===== config.mk =====
export PLATFORM = sky130hd
export DESIGN_NAME = dgp_port
export DESIGN_NICKNAME = d
export VERILOG_FILES = /design/src/core/dgp_pkg.sv /design/src/core/dgp_port.sv
export SDC_FILE = /design/constraint.sdc
export NUM_CORES = 1
export LEC_CHECK = 0
export ABC_AREA = 1
export BUFFER_PORTS_ARGS = -buffer_cell sky130_fd_sc_hd__clkbuf_2
export CORE_ASPECT_RATIO = 0.75
export CORE_MARGIN = 5
export CORE_UTILIZATION = 43
export CTS_CLUSTER_DIAMETER = 200
export DETAILED_ROUTE_END_ITERATION = 8
export PLACE_DENSITY = 0.75
export RECOVER_POWER = 25
export SYNTH_ARGS = -nofsm -noshare
export SYNTH_HDL_FRONTEND = slang
export SYNTH_SLANG_ARGS = --single-unit

===== constraint.sdc =====
create_clock -name clk -period 6.7 [get_ports clk]
set_input_delay 1.34 -clock clk [delete_from_list [all_inputs] [get_ports clk]]
set_output_delay 1.34 -clock clk [all_outputs]
set_load 0.02 [all_outputs]

===== src/core/dgp_pkg.sv =====
package dgp_pkg;

	// Register map, 8-bit address space
	localparam logic [7:0] DGP_A_DATA_OFS    = 8'h05;
	localparam logic [7:0] DGP_B_DATA_OFS    = 8'h06;
	localparam logic [7:0] DGP_IRQ_CTRL_OFS  = 8'h0B;
	localparam logic [7:0] DGP_CMP_CTRL_OFS  = 8'h1F;
	localparam logic [7:0] DGP_OPTION_OFS    = 8'h81;
	localparam logic [7:0] DGP_A_DIR_OFS     = 8'h85;
	localparam logic [7:0] DGP_B_DIR_OFS     = 8'h86;
	localparam logic [7:0] DGP_VREF_CTRL_OFS = 8'h9F;

	// Values after reset
	localparam logic [4:0] DGP_A_LATCH_RST   = 5'h00;
	localparam logic [7:0] DGP_B_LATCH_RST   = 8'h00;
	localparam logic [4:0] DGP_A_DIR_RST     = 5'h1F;
	localparam logic [7:0] DGP_B_DIR_RST     = 8'hFF;
	localparam logic [7:0] DGP_OPTION_RST    = 8'hFF;
	localparam logic [3:0] DGP_CMP_CTRL_RST  = 4'h0;
	localparam logic [7:0] DGP_VREF_CTRL_RST = 8'h00;
	localparam logic [3:0] DGP_CHG_REF_RST   = 4'h0;

	// Field positions
	localparam int DGP_PULLUP_N_BIT = 7;
	localparam int DGP_CHG_EN_BIT   = 3;
	localparam int DGP_CHG_FLAG_BIT = 0;
	localparam int DGP_VREF_EN_BIT  = 7;
	localparam int DGP_VREF_OE_BIT  = 6;
	localparam int DGP_OD_PIN       = 4;
	localparam int DGP_VREF_PIN     = 2;
	localparam int DGP_IRQ_PIN      = 0;
	localparam int DGP_PCLK_PIN     = 6;
	localparam int DGP_PDATA_PIN    = 7;

	// Writable bits of the reference control (bit 4 unimplemented)
	localparam logic [7:0] DGP_VREF_WMASK = 8'hEF;

	// Comparator modes in the low three bits of comparator_control
	typedef enum logic [2:0] {
		DGP_CM_RESET   = 3'h0,
		DGP_CM_OUTPUTS = 3'h6,
		DGP_CM_OFF     = 3'h7
	} dgp_cmode_t;

	// Register bus request
	typedef struct packed {
		logic [7:0] addr;
		logic [7:0] wdata;
		logic       wr;
		logic       rd;
	} dgp_req_t;

	// Pin drive bundle
	typedef struct packed {
		logic [7:0] out;
		logic [7:0] oe;
	} dgp_drive_t;

endpackage


===== src/core/dgp_port.sv =====
`timescale 1ns/100ps
`default_nettype none
// Summary of operation
// First port has a five-bit latch; bit 4 open drain, others push-pull.
// Direction one floats the pin; direction zero drives the latch bit.
// Data reads return pin levels; writes change only the latch.
// Each write samples the pins first, then stores the modified value; here the latch takes wdata as is, and only second-port writes sample pins.
// First-port pins used as comparator inputs read back as zero.
// Reset sets first-port directions to input and grounds comparator inputs.
// Direction bits keep driver control on comparator input pins.
// Bit 2 can carry the reference voltage; software keeps it input.
// In the output mode bits 3 and 4 carry the comparator outputs.
// Bit 4 input level also feeds the timer external clock.
// Pin function follows comparator and reference control registers.
// Unimplemented bits of first-port and analog control registers read zero.
// Second port is eight bits, bidirectional, one means input.
// Clearing option bit 7 enables weak pull-ups on the second port.
// A pull-up switches off while its pin is an output.
// Power-on reset leaves all second-port pull-ups disabled.
// Second-port pins 7 to 4 detect change, only while inputs.
// Mismatches against the last-read value are OR-ed into flag bit 0.
// A pending port-change event can wake the device from sleep.
// Flag stays set while mismatch lasts; software ends mismatch, then clears.
// A change exactly during a port read may not set the flag; here the compare uses the old reference, so it still sets it.
// Second-port pin 0 is the external interrupt; 6 and 7 program pins.
// Writing the second port also refreshes the change reference.
module dgp_port
	import dgp_pkg::*;
(
	input  wire logic       clk,
	input  wire logic       rst,
	input  wire logic       ce,
	input  wire dgp_req_t   req,
	output var  logic [7:0] rdata,
	input  wire logic [4:0] a_pin_in,
	output var  logic [4:0] a_pin_out,
	output var  logic [4:0] a_pin_oe,
	input  wire logic [7:0] b_pin_in,
	output var  logic [7:0] b_pin_out,
	output var  logic [7:0] b_pin_oe,
	output var  logic [7:0] b_pullup_en,
	input  wire logic [1:0] cmp_result,
	output var  logic [7:0] comparator_control,
	output var  logic [7:0] vref_control,
	output var  logic       vref_out_en,
	output var  logic       cmp_in_ground,
	output var  logic       timer_ext_clock_in,
	output var  logic       ext_irq_pin,
	output var  logic       prog_clock_in,
	output var  logic       prog_data_in,
	output var  logic       port_change_flag,
	output var  logic       wake_req
);

	// Pins that the comparator mode claims as analog inputs
	function automatic logic [4:0] analog_pins(input logic [2:0] mode);
		case (mode)
			DGP_CM_OFF: begin
				analog_pins = 5'h00;
			end
			DGP_CM_OUTPUTS: begin
				analog_pins = 5'h07;
			end
			default: begin
				analog_pins = 5'h0F;
			end
		endcase
	endfunction

	// Address match, used for both read and write decode
	function automatic logic hit(input dgp_req_t r, input logic [7:0] ofs);
		hit = (r.addr == ofs);
	endfunction

	// State
	logic [4:0] a_latch_reg;
	logic [4:0] a_latch_next;
	logic [4:0] a_dir_reg;
	logic [4:0] a_dir_next;
	logic [7:0] b_latch_reg;
	logic [7:0] b_latch_next;
	logic [7:0] b_dir_reg;
	logic [7:0] b_dir_next;
	logic [7:0] option_reg;
	logic [7:0] option_next;
	logic [3:0] cmp_ctrl_reg;
	logic [3:0] cmp_ctrl_next;
	logic [7:0] vref_ctrl_reg;
	logic [7:0] vref_ctrl_next;
	logic [3:0] chg_ref_reg;
	logic [3:0] chg_ref_next;
	logic       chg_en_reg;
	logic       chg_en_next;
	logic       chg_flag_reg;
	logic       chg_flag_next;
	logic [7:0] rdata_reg;
	logic [7:0] rdata_next;
	dgp_drive_t a_drv_reg;
	dgp_drive_t a_drv_next;
	dgp_drive_t b_drv_reg;
	dgp_drive_t b_drv_next;
	logic [7:0] pullup_reg;
	logic [7:0] pullup_next;
	logic [5:0] misc_reg;
	logic [5:0] misc_next;
	logic       wake_reg;
	logic       wake_next;

	// Write decode
	wire logic wr_a_data  = req.wr && hit(req, DGP_A_DATA_OFS);
	wire logic wr_a_dir   = req.wr && hit(req, DGP_A_DIR_OFS);
	wire logic wr_b_data  = req.wr && hit(req, DGP_B_DATA_OFS);
	wire logic wr_b_dir   = req.wr && hit(req, DGP_B_DIR_OFS);
	wire logic wr_option  = req.wr && hit(req, DGP_OPTION_OFS);
	wire logic wr_cmp     = req.wr && hit(req, DGP_CMP_CTRL_OFS);
	wire logic wr_vref    = req.wr && hit(req, DGP_VREF_CTRL_OFS);
	wire logic wr_irq     = req.wr && hit(req, DGP_IRQ_CTRL_OFS);
	wire logic rd_b_data  = req.rd && hit(req, DGP_B_DATA_OFS);

	// Pin function selection
	wire logic [2:0] cmp_mode   = cmp_ctrl_reg[2:0];
	wire logic [4:0] analog_sel = analog_pins(cmp_mode);
	wire logic       cmp_out_md = (cmp_mode == DGP_CM_OUTPUTS);
	wire logic       vref_drive = vref_ctrl_reg[DGP_VREF_EN_BIT] &&
	                              vref_ctrl_reg[DGP_VREF_OE_BIT];

	// Pin levels as software sees them; analog inputs read low
	wire logic [4:0] a_read_val = a_pin_in & ~analog_sel;
	wire logic [7:0] b_read_val = b_pin_in;

	// Value each first-port driver would put out before direction gating
	wire logic [4:0] a_src_val = cmp_out_md ?
	                             {cmp_result[1], cmp_result[0], a_latch_reg[2:0]} :
	                             a_latch_reg;

	// Change detection on the upper four pins, inputs only
	wire logic [3:0] chg_diff = (b_pin_in[7:4] ^ chg_ref_reg) & b_dir_reg[7:4];
	wire logic       chg_hit  = |chg_diff;

	// Read data selection; unmapped addresses read zero
	wire logic [7:0] rd_mux =
		hit(req, DGP_A_DATA_OFS)    ? {3'h0, a_read_val} :
		hit(req, DGP_A_DIR_OFS)     ? {3'h0, a_dir_reg} :
		hit(req, DGP_B_DATA_OFS)    ? b_read_val :
		hit(req, DGP_B_DIR_OFS)     ? b_dir_reg :
		hit(req, DGP_OPTION_OFS)    ? option_reg :
		hit(req, DGP_CMP_CTRL_OFS)  ? {cmp_result[1], cmp_result[0], 2'h0, cmp_ctrl_reg} :
		hit(req, DGP_VREF_CTRL_OFS) ? vref_ctrl_reg :
		hit(req, DGP_IRQ_CTRL_OFS)  ? {4'h0, chg_en_reg, 2'h0, chg_flag_reg} :
		8'h00;

	// First-port drivers, one per pin
	genvar gi;
	generate
		for (gi = 0; gi < 5; gi++) begin : g_a_drv
			if (gi == DGP_OD_PIN) begin : g_od
				// Open drain: only ever pulls low
				assign a_drv_next.out[gi] = 1'b0;
				assign a_drv_next.oe[gi]  = ~a_dir_reg[gi] & ~a_src_val[gi];
			end else begin : g_pp
				assign a_drv_next.out[gi] = a_src_val[gi];
				assign a_drv_next.oe[gi]  = ~a_dir_reg[gi];
			end
		end
	endgenerate
	assign a_drv_next.out[7:5] = 3'h0;
	assign a_drv_next.oe[7:5]  = 3'h0;

	// Second-port drivers and pull-ups
	assign b_drv_next.out = b_latch_reg;
	assign b_drv_next.oe  = ~b_dir_reg;
	assign pullup_next    = {8{~option_reg[DGP_PULLUP_N_BIT]}} & b_dir_reg;

	// Register updates; a write stores the whole new value into the latch
	assign a_latch_next   = wr_a_data ? req.wdata[4:0] : a_latch_reg;
	assign a_dir_next     = wr_a_dir ? req.wdata[4:0] : a_dir_reg;
	assign b_latch_next   = wr_b_data ? req.wdata : b_latch_reg;
	assign b_dir_next     = wr_b_dir ? req.wdata : b_dir_reg;
	assign option_next    = wr_option ? req.wdata : option_reg;
	assign cmp_ctrl_next  = wr_cmp ? req.wdata[3:0] : cmp_ctrl_reg;
	assign vref_ctrl_next = wr_vref ? (req.wdata & DGP_VREF_WMASK) : vref_ctrl_reg;
	assign chg_en_next    = wr_irq ? req.wdata[DGP_CHG_EN_BIT] : chg_en_reg;

	// Reference latch: a read or a write of the port both sample the pins
	assign chg_ref_next = (rd_b_data || wr_b_data) ? b_pin_in[7:4] :
	                      chg_ref_reg;

	// Flag: mismatch sets and wins over a software clear in the same cycle.
	// The compare uses the old reference, so a change landing on the
	// sampling read still sets the flag as it enters the new reference.
	assign chg_flag_next = chg_hit ||
	                       (wr_irq ? req.wdata[DGP_CHG_FLAG_BIT] : chg_flag_reg);

	assign rdata_next = req.rd ? rd_mux : rdata_reg;

	// Wake request follows the flag and enable in the same edge, kept in a flip-flop
	assign wake_next = chg_flag_next & chg_en_next;

	// Timer clock, external interrupt, programming pins, analog controls
	assign misc_next = {
		a_pin_in[DGP_OD_PIN],
		b_pin_in[DGP_IRQ_PIN],
		b_pin_in[DGP_PCLK_PIN],
		b_pin_in[DGP_PDATA_PIN],
		vref_drive,
		(cmp_mode == DGP_CM_RESET)
	};

	// Control and configuration state
	always_ff @(posedge clk or posedge rst) begin
		if (rst) begin
			a_latch_reg   <= DGP_A_LATCH_RST;
			a_dir_reg     <= DGP_A_DIR_RST;
			b_latch_reg   <= DGP_B_LATCH_RST;
			b_dir_reg     <= DGP_B_DIR_RST;
			option_reg    <= DGP_OPTION_RST;
			cmp_ctrl_reg  <= DGP_CMP_CTRL_RST;
			vref_ctrl_reg <= DGP_VREF_CTRL_RST;
			chg_en_reg    <= 1'b0;
		end else if (ce) begin
			a_latch_reg   <= a_latch_next;
			a_dir_reg     <= a_dir_next;
			b_latch_reg   <= b_latch_next;
			b_dir_reg     <= b_dir_next;
			option_reg    <= option_next;
			cmp_ctrl_reg  <= cmp_ctrl_next;
			vref_ctrl_reg <= vref_ctrl_next;
			chg_en_reg    <= chg_en_next;
		end
	end

	// Change detection state and read data
	always_ff @(posedge clk or posedge rst) begin
		if (rst) begin
			chg_ref_reg  <= DGP_CHG_REF_RST;
			chg_flag_reg <= 1'b0;
			wake_reg     <= 1'b0;
			rdata_reg    <= 8'h00;
		end else if (ce) begin
			chg_ref_reg  <= chg_ref_next;
			chg_flag_reg <= chg_flag_next;
			wake_reg     <= wake_next;
			rdata_reg    <= rdata_next;
		end
	end

	// Registered pin drive so every output comes from a flip-flop
	always_ff @(posedge clk or posedge rst) begin
		if (rst) begin
			a_drv_reg  <= '0;
			b_drv_reg  <= '0;
			pullup_reg <= 8'h00;
			misc_reg   <= 6'h01;
		end else if (ce) begin
			a_drv_reg  <= a_drv_next;
			b_drv_reg  <= b_drv_next;
			pullup_reg <= pullup_next;
			misc_reg   <= misc_next;
		end
	end

	// Outputs
	assign rdata              = rdata_reg;
	assign a_pin_out          = a_drv_reg.out[4:0];
	assign a_pin_oe           = a_drv_reg.oe[4:0];
	assign b_pin_out          = b_drv_reg.out;
	assign b_pin_oe           = b_drv_reg.oe;
	assign b_pullup_en        = pullup_reg;
	assign comparator_control = {4'h0, cmp_ctrl_reg};
	assign vref_control       = vref_ctrl_reg;
	assign timer_ext_clock_in = misc_reg[5];
	assign ext_irq_pin        = misc_reg[4];
	assign prog_clock_in      = misc_reg[3];
	assign prog_data_in       = misc_reg[2];
	assign vref_out_en        = misc_reg[1];
	assign cmp_in_ground      = misc_reg[0];
	assign port_change_flag   = chg_flag_reg;
	// Wake request: flag pending and enabled, both flip-flops
	assign wake_req           = wake_reg;

endmodule
`default_nettype wire


-- After elaboration in Yosys (flattened, before gate mapping)
Cells that the tools add are included.
- bits in registers: 99
- output and inout port bits: 66
- logic and storage cells: 78
- eq/ne operators: 10
- mux-type cells: 12
- bitwise operators: 15
- reduce and logical (&&, ||, !) cells: 23
- operators with widths (kind ; count):
    $mux 8 ; 7
    $eq 8x8->1 const B ; 4
    $reduce_and 2->1 ; 9
    $eq 8x3->1 const B ; 2
    $logic_and 1x1->1 ; 10
    $and 8x8->8 ; 1
    $eq 8x4->1 const B ; 1
    $eq 8x5->1 const B ; 1
    $not 8->8 ; 1
    $pmux 4 s2 ; 1
    $not 1->1 ; 7
    $eq 3x3->1 const B ; 2
    $and 5x5->5 ; 1
    $mux 5 ; 1
    $not 5->5 ; 1
    $and 4x4->4 ; 1
    $mux 4 ; 1
    $reduce_or 4->1 ; 1
    $xor 4x4->4 ; 1
    $logic_not 3->1 ; 1
    $and 1x1->1 ; 2
    $logic_or 1x1->1 ; 2
    $mux 1 ; 2

-- Longest topological paths before layout
- word-level depth: 9
- depth in mapped cells: 11
- mapped depth without buffers: 11

-- Least setup slack after synthesis
No wires, ideal clock.
- path type: input to register
- start point: input req[15] (netlist bit)
- end point: register chg_ref_reg[0]
- arrival: 2.170 ns
- path slack: 4.410 ns
- stages: 9
- cell sequence: inv_1 -> nand2_1 -> nor2_2 -> nand2_1 -> inv_2 -> buf_6 -> o21ai_2 -> o21ai_0 -> inv_1
- cells in the longest elaborated chain, start to end: 4
- elaborated cells between the ends (all ways): 5
- classes of those cells: eq/ne: 1; reduce/logical: 4
- ends and longest elaborated chain (element ; line ; RTL):
    from (decl) ; dgp_port.sv:33 ; input wire dgp_req_t req,
    $eq 8x3->1 (*) ; dgp_port.sv:72 ; hit = (r.addr == ofs);
    $logic_and 1x1->1, on equally long branches ; dgp_port.sv:118, dgp_port.sv:112 ;
    $logic_or 1x1->1 (*) ; dgp_port.sv:185 ; assign chg_ref_next = (rd_b_data || wr_b_data) ? b_pin_in[7:4] :
    $reduce_and 2->1 (no line) (*) ; - ;
    to (signal assigned) ; dgp_port.sv:240 ; chg_ref_reg <= chg_ref_next;
    to (decl) ; dgp_port.sv:90 ; logic [3:0] chg_ref_reg;
Every way passes the cells marked *; elsewhere a longest branch is shown, timed or not.
A chain may end at the register's enable or synchronous reset.

-- Final worst setup path
- start point: input ce
- end point: register chg_ref_reg[0]
- cells in the longest elaborated chain, start to end: 1
- ends and longest elaborated chain (element ; line ; RTL):
    from (decl) ; dgp_port.sv:32 ; input wire logic ce,
    $reduce_and 2->1 (no line) ; - ;
No other way between the ends.

==> summary.md <==
## Power and ir drop
* 244 mW/mm2 — power per unit of standard cell area
* 0.00265 uW — static leakage
* 125 uV — largest voltage drop on the vdd net
* 1290 uW — Pwr Total

## Clock tree
* 99 — Sinks on Clock Net
* 3 — level count of the clock H-tree
* 0.35 ns — clock latency of the later-clocked register in the worst-skew pair
* yes — clock tree from TritonCTS
* 0 — number of buffers inserted by hold repair at cts
* 9 — TritonCTS buffer count
* 0.07 ns — clock transition at the register clock pins on the worst setup and hold paths after CTS
* 2 — worst-case clock buffer depth
* clkbuf_16 — clock root buffer
* 0 — post-CTS setup repair buffer count
* 0 — post-cts gate resize count

## Global routing
* 20.2% — global-route usage over all layers
* 3,886 — number of global-route vias before repair
* 0 — initial antenna violation count
* 70 — largest net degree at the start of global routing
* 0 — total congestion overflow after global routing
* 20.0 mm — global-route wire length before repair

## Logic synthesis
* 100% — proportion of register bits with asynchronous set or reset after synthesis
* 42.8% — portion of synthesized cell area occupied by the leading cell type
* 0 — EDFF count, synth
* nand2_1 — most numerous cell in the Yosys netlist
* 0.00451 mm2 — cell area after synthesis
* nand2_1 (203), dfrtp_1 (77), o21ai_0 (47) — most instantiated cells after synthesis
* 55.6% — sequential element share of the synthesized area
* 528 — post-synthesis instance total
* 8.54 um2 — per-instance average area after synthesis
* 0 — count of yosys warnings during synthesis
* 32 — post-synth cell types
* dfrtp_1 — Top FF cell, synth
* dfrtp_1 — cell type with the highest aggregate area in the netlist
* dfrtp_1 (43%), nand2_1 (17%), dfstp_2 (13%) — top cells by area in the synthesized netlist
* 99 — total of flip-flops plus latches after synthesis

## Critical path
* 3.46 ns — arrival time at the worst endpoint
* ce — critical path startpoint
* chg_ref_reg[0]$_DFFE_PP0P_ — capture point of the worst path
* register — critical path endpoint category
* input port — Worst setup SP type
* in2reg — type of the setup path with the least slack
* chg_ref_reg[0]$_DFFE_PP0P_ — Crit Reg-Reg Startpoint
* 5.23 ns — worst setup slack for register-to-register paths
* 7 — worst reg-to-reg path cell count
* 30 — Worst Path Max Fanout
* clkbuf_1, nand2_2, inv_1, o21ai_2, o21ai_0, inv_1 — critical path, cell by cell
* inv_1 — cell repeated most along the worst path
* 0.99 ns — Critical Path Max Stage Delay
* port_change_flag$_DFFE_PP0P_ — terminus of the critical flop-to-flop path
* 3 — CP Buf/Inv Count
* clkbuf_1 — library cell contributing the largest single delay on the critical path
* buffers and inverters — delay-heaviest family, CP
* 6.94 ns — Crit path required time
* 6 — Stages on worst setup path

## Die
* 102 — number of top-level design ports
* 44.0% — initial cell density of the core
* 98.7 um — die height
* 32 — placement row count
* 0.0102 mm2 — placeable core region
* 128 um — overall die width
* 0.0126 mm2 — Die ar.

## Timing
* 3.22 ns — post-layout minimum cycle time
* no — setup repair after global routing missed its margin
* 0.00660 ns — worst setup skew after layout
* 3.48 ns — smallest setup slack after layout
* 48.0% — Final Cycle Share
* 311 MHz — top achievable clock speed
* 0 — hold violation total from the final report
* 0.473 ns — worst-case hold slack
* 1.40 ns — Least-Margin Pin Slew
* 0 — endpoints failing setup
* 6.73% — max-slew headroom at the worst pin
* 0 ns — aggregate negative setup slack
* 0 — final number of max-transition violations

## Route
* 3,928 — total vias in the final route
* 12.1 mm — total routed wirelength
* 5.16 — Vias/cell
* 0 — remaining antenna violation count
* 5 — first-pass iteration count of the detailed router
* 0 — Remaining DRCs
* 316 — DR iter-0 viols
* 15.9 um — routed length per placed instance

## Placement
* 8.95 mm — dpl hpwl
* 95 — count of port buffers added during placement
* 3.72 ns — worst setup slack before clock tree synthesis
* 0.864 — final weighted congestion in routability-driven placement

## Layout
* 17.7% — Synth-to-Final Area Change
* 23.2% — fraction of final layout cells sized beyond drive strength 1
* 656 — final layout net count
* 0 — Inserted Diodes
* 1,028 — number of inserted filler cells in the final layout

## Job
* 0 — max-capacitance violation count

## Worst hold path
* reg2reg — type of the tightest min-delay check

## Run status
* complete, no violations — status

## cells in the final DEF, fill, tap and decap left out, drive strengths merged, types with 2 or more instances in the layout
cell type  synthesis  routed
dfstp             22      22
nor3               2       2
o21a               5       5
clkinvlp           0       2
conb               1       6
a21oi              6       6
dfrtp             77      77
and2               2       2
clkinv             1       3
o211ai             2       2
nand4              5       5
buf               18       2
inv               46      45
clkbuf             3     107
nand3             25      25
o21ai             73      73
nor2              24      24
nand2            211     211
## per-layer routing
metal	part of all wire, %	vias up	global-route usage, %
li1	-	1863	-
met1	44	1891	28.5
met4	1.3	0	4.81
met2	46	161	30.7
met3	8.4	13	6.23
met5	0	-	0
## cells by family (layout without fill, tap and decap cells)
kind of cell | count (synthesis) | in the layout | share of synthesized area [%]
AOI/OAI and AO/OA | 90 | 90 | 12.1
buffers and inverters | 68 | 160 | 7.19
DFF | 99 | 99 | 55.6
other | 1 | 6 | 0.0832
and+or+nand+nor | 270 | 270 | 25.0
## power by group
group / switching (uW) / internal [uW] / total, uW
Sequential: 18.5 / 626 / 644
Combinational: 89.3 / 35.0 / 124
Clock: 225 / 300 / 525
## worst min-delay path, stage by stage (launching register included)
cell	delay [ns]
dfrtp_1	0.34
nand2_1	0.05
nand2_1	0.05
## worst min-delay path by stage
stage	startpoint	endpoint	slack [ns]	depth (start not counted)
2_1_floorplan	a_latch_reg[0]$_DFFE_PP0P_	a_pin_out[0]$_DFFE_PP0P_	0.45	2
3_3_place_gp	b_pin_out[6]$_DFFE_PP0P_	b_pin_out[6]$_DFFE_PP0P_	0.46	2
3_5_place_dp	b_pin_out[6]$_DFFE_PP0P_	b_pin_out[6]$_DFFE_PP0P_	0.46	2
4_1_cts	b_pin_out[3]$_DFFE_PP0P_	b_pin_out[3]$_DFFE_PP0P_	0.48	2
5_1_grt	option_reg[6]$_DFFE_PP1P_	option_reg[6]$_DFFE_PP1P_	0.50	2
6_report	b_pin_out[3]$_DFFE_PP0P_	b_pin_out[3]$_DFFE_PP0P_	0.47	2
## per-stage QoR
stage / cells / area, um2 / utilization (%)
final: 761 / 5310 / 51.8
after global routing: 761 / 5310 / 51.8
after CTS: 761 / 5340 / 52.1
after detailed placement: 745 / 5040 / 49.2
after global placement: 745 / 5040 / 49.2
after floorplan: 533 / 4530 / -
## area by class of cell
class                   instances  area [um2]  share of cell area (%)
multi-input cells             366        1700                    32.0
inverters                      47         178                    3.35
flip-flops and latches         99        2500                    47.2
repair buffers                 97         459                    8.65
clock inverters                 4        51.3                   0.967
clock buffers                  12         246                    4.65
well taps                     136         170                    3.21
Note: power is estimated with default switching activity, not from simulation.
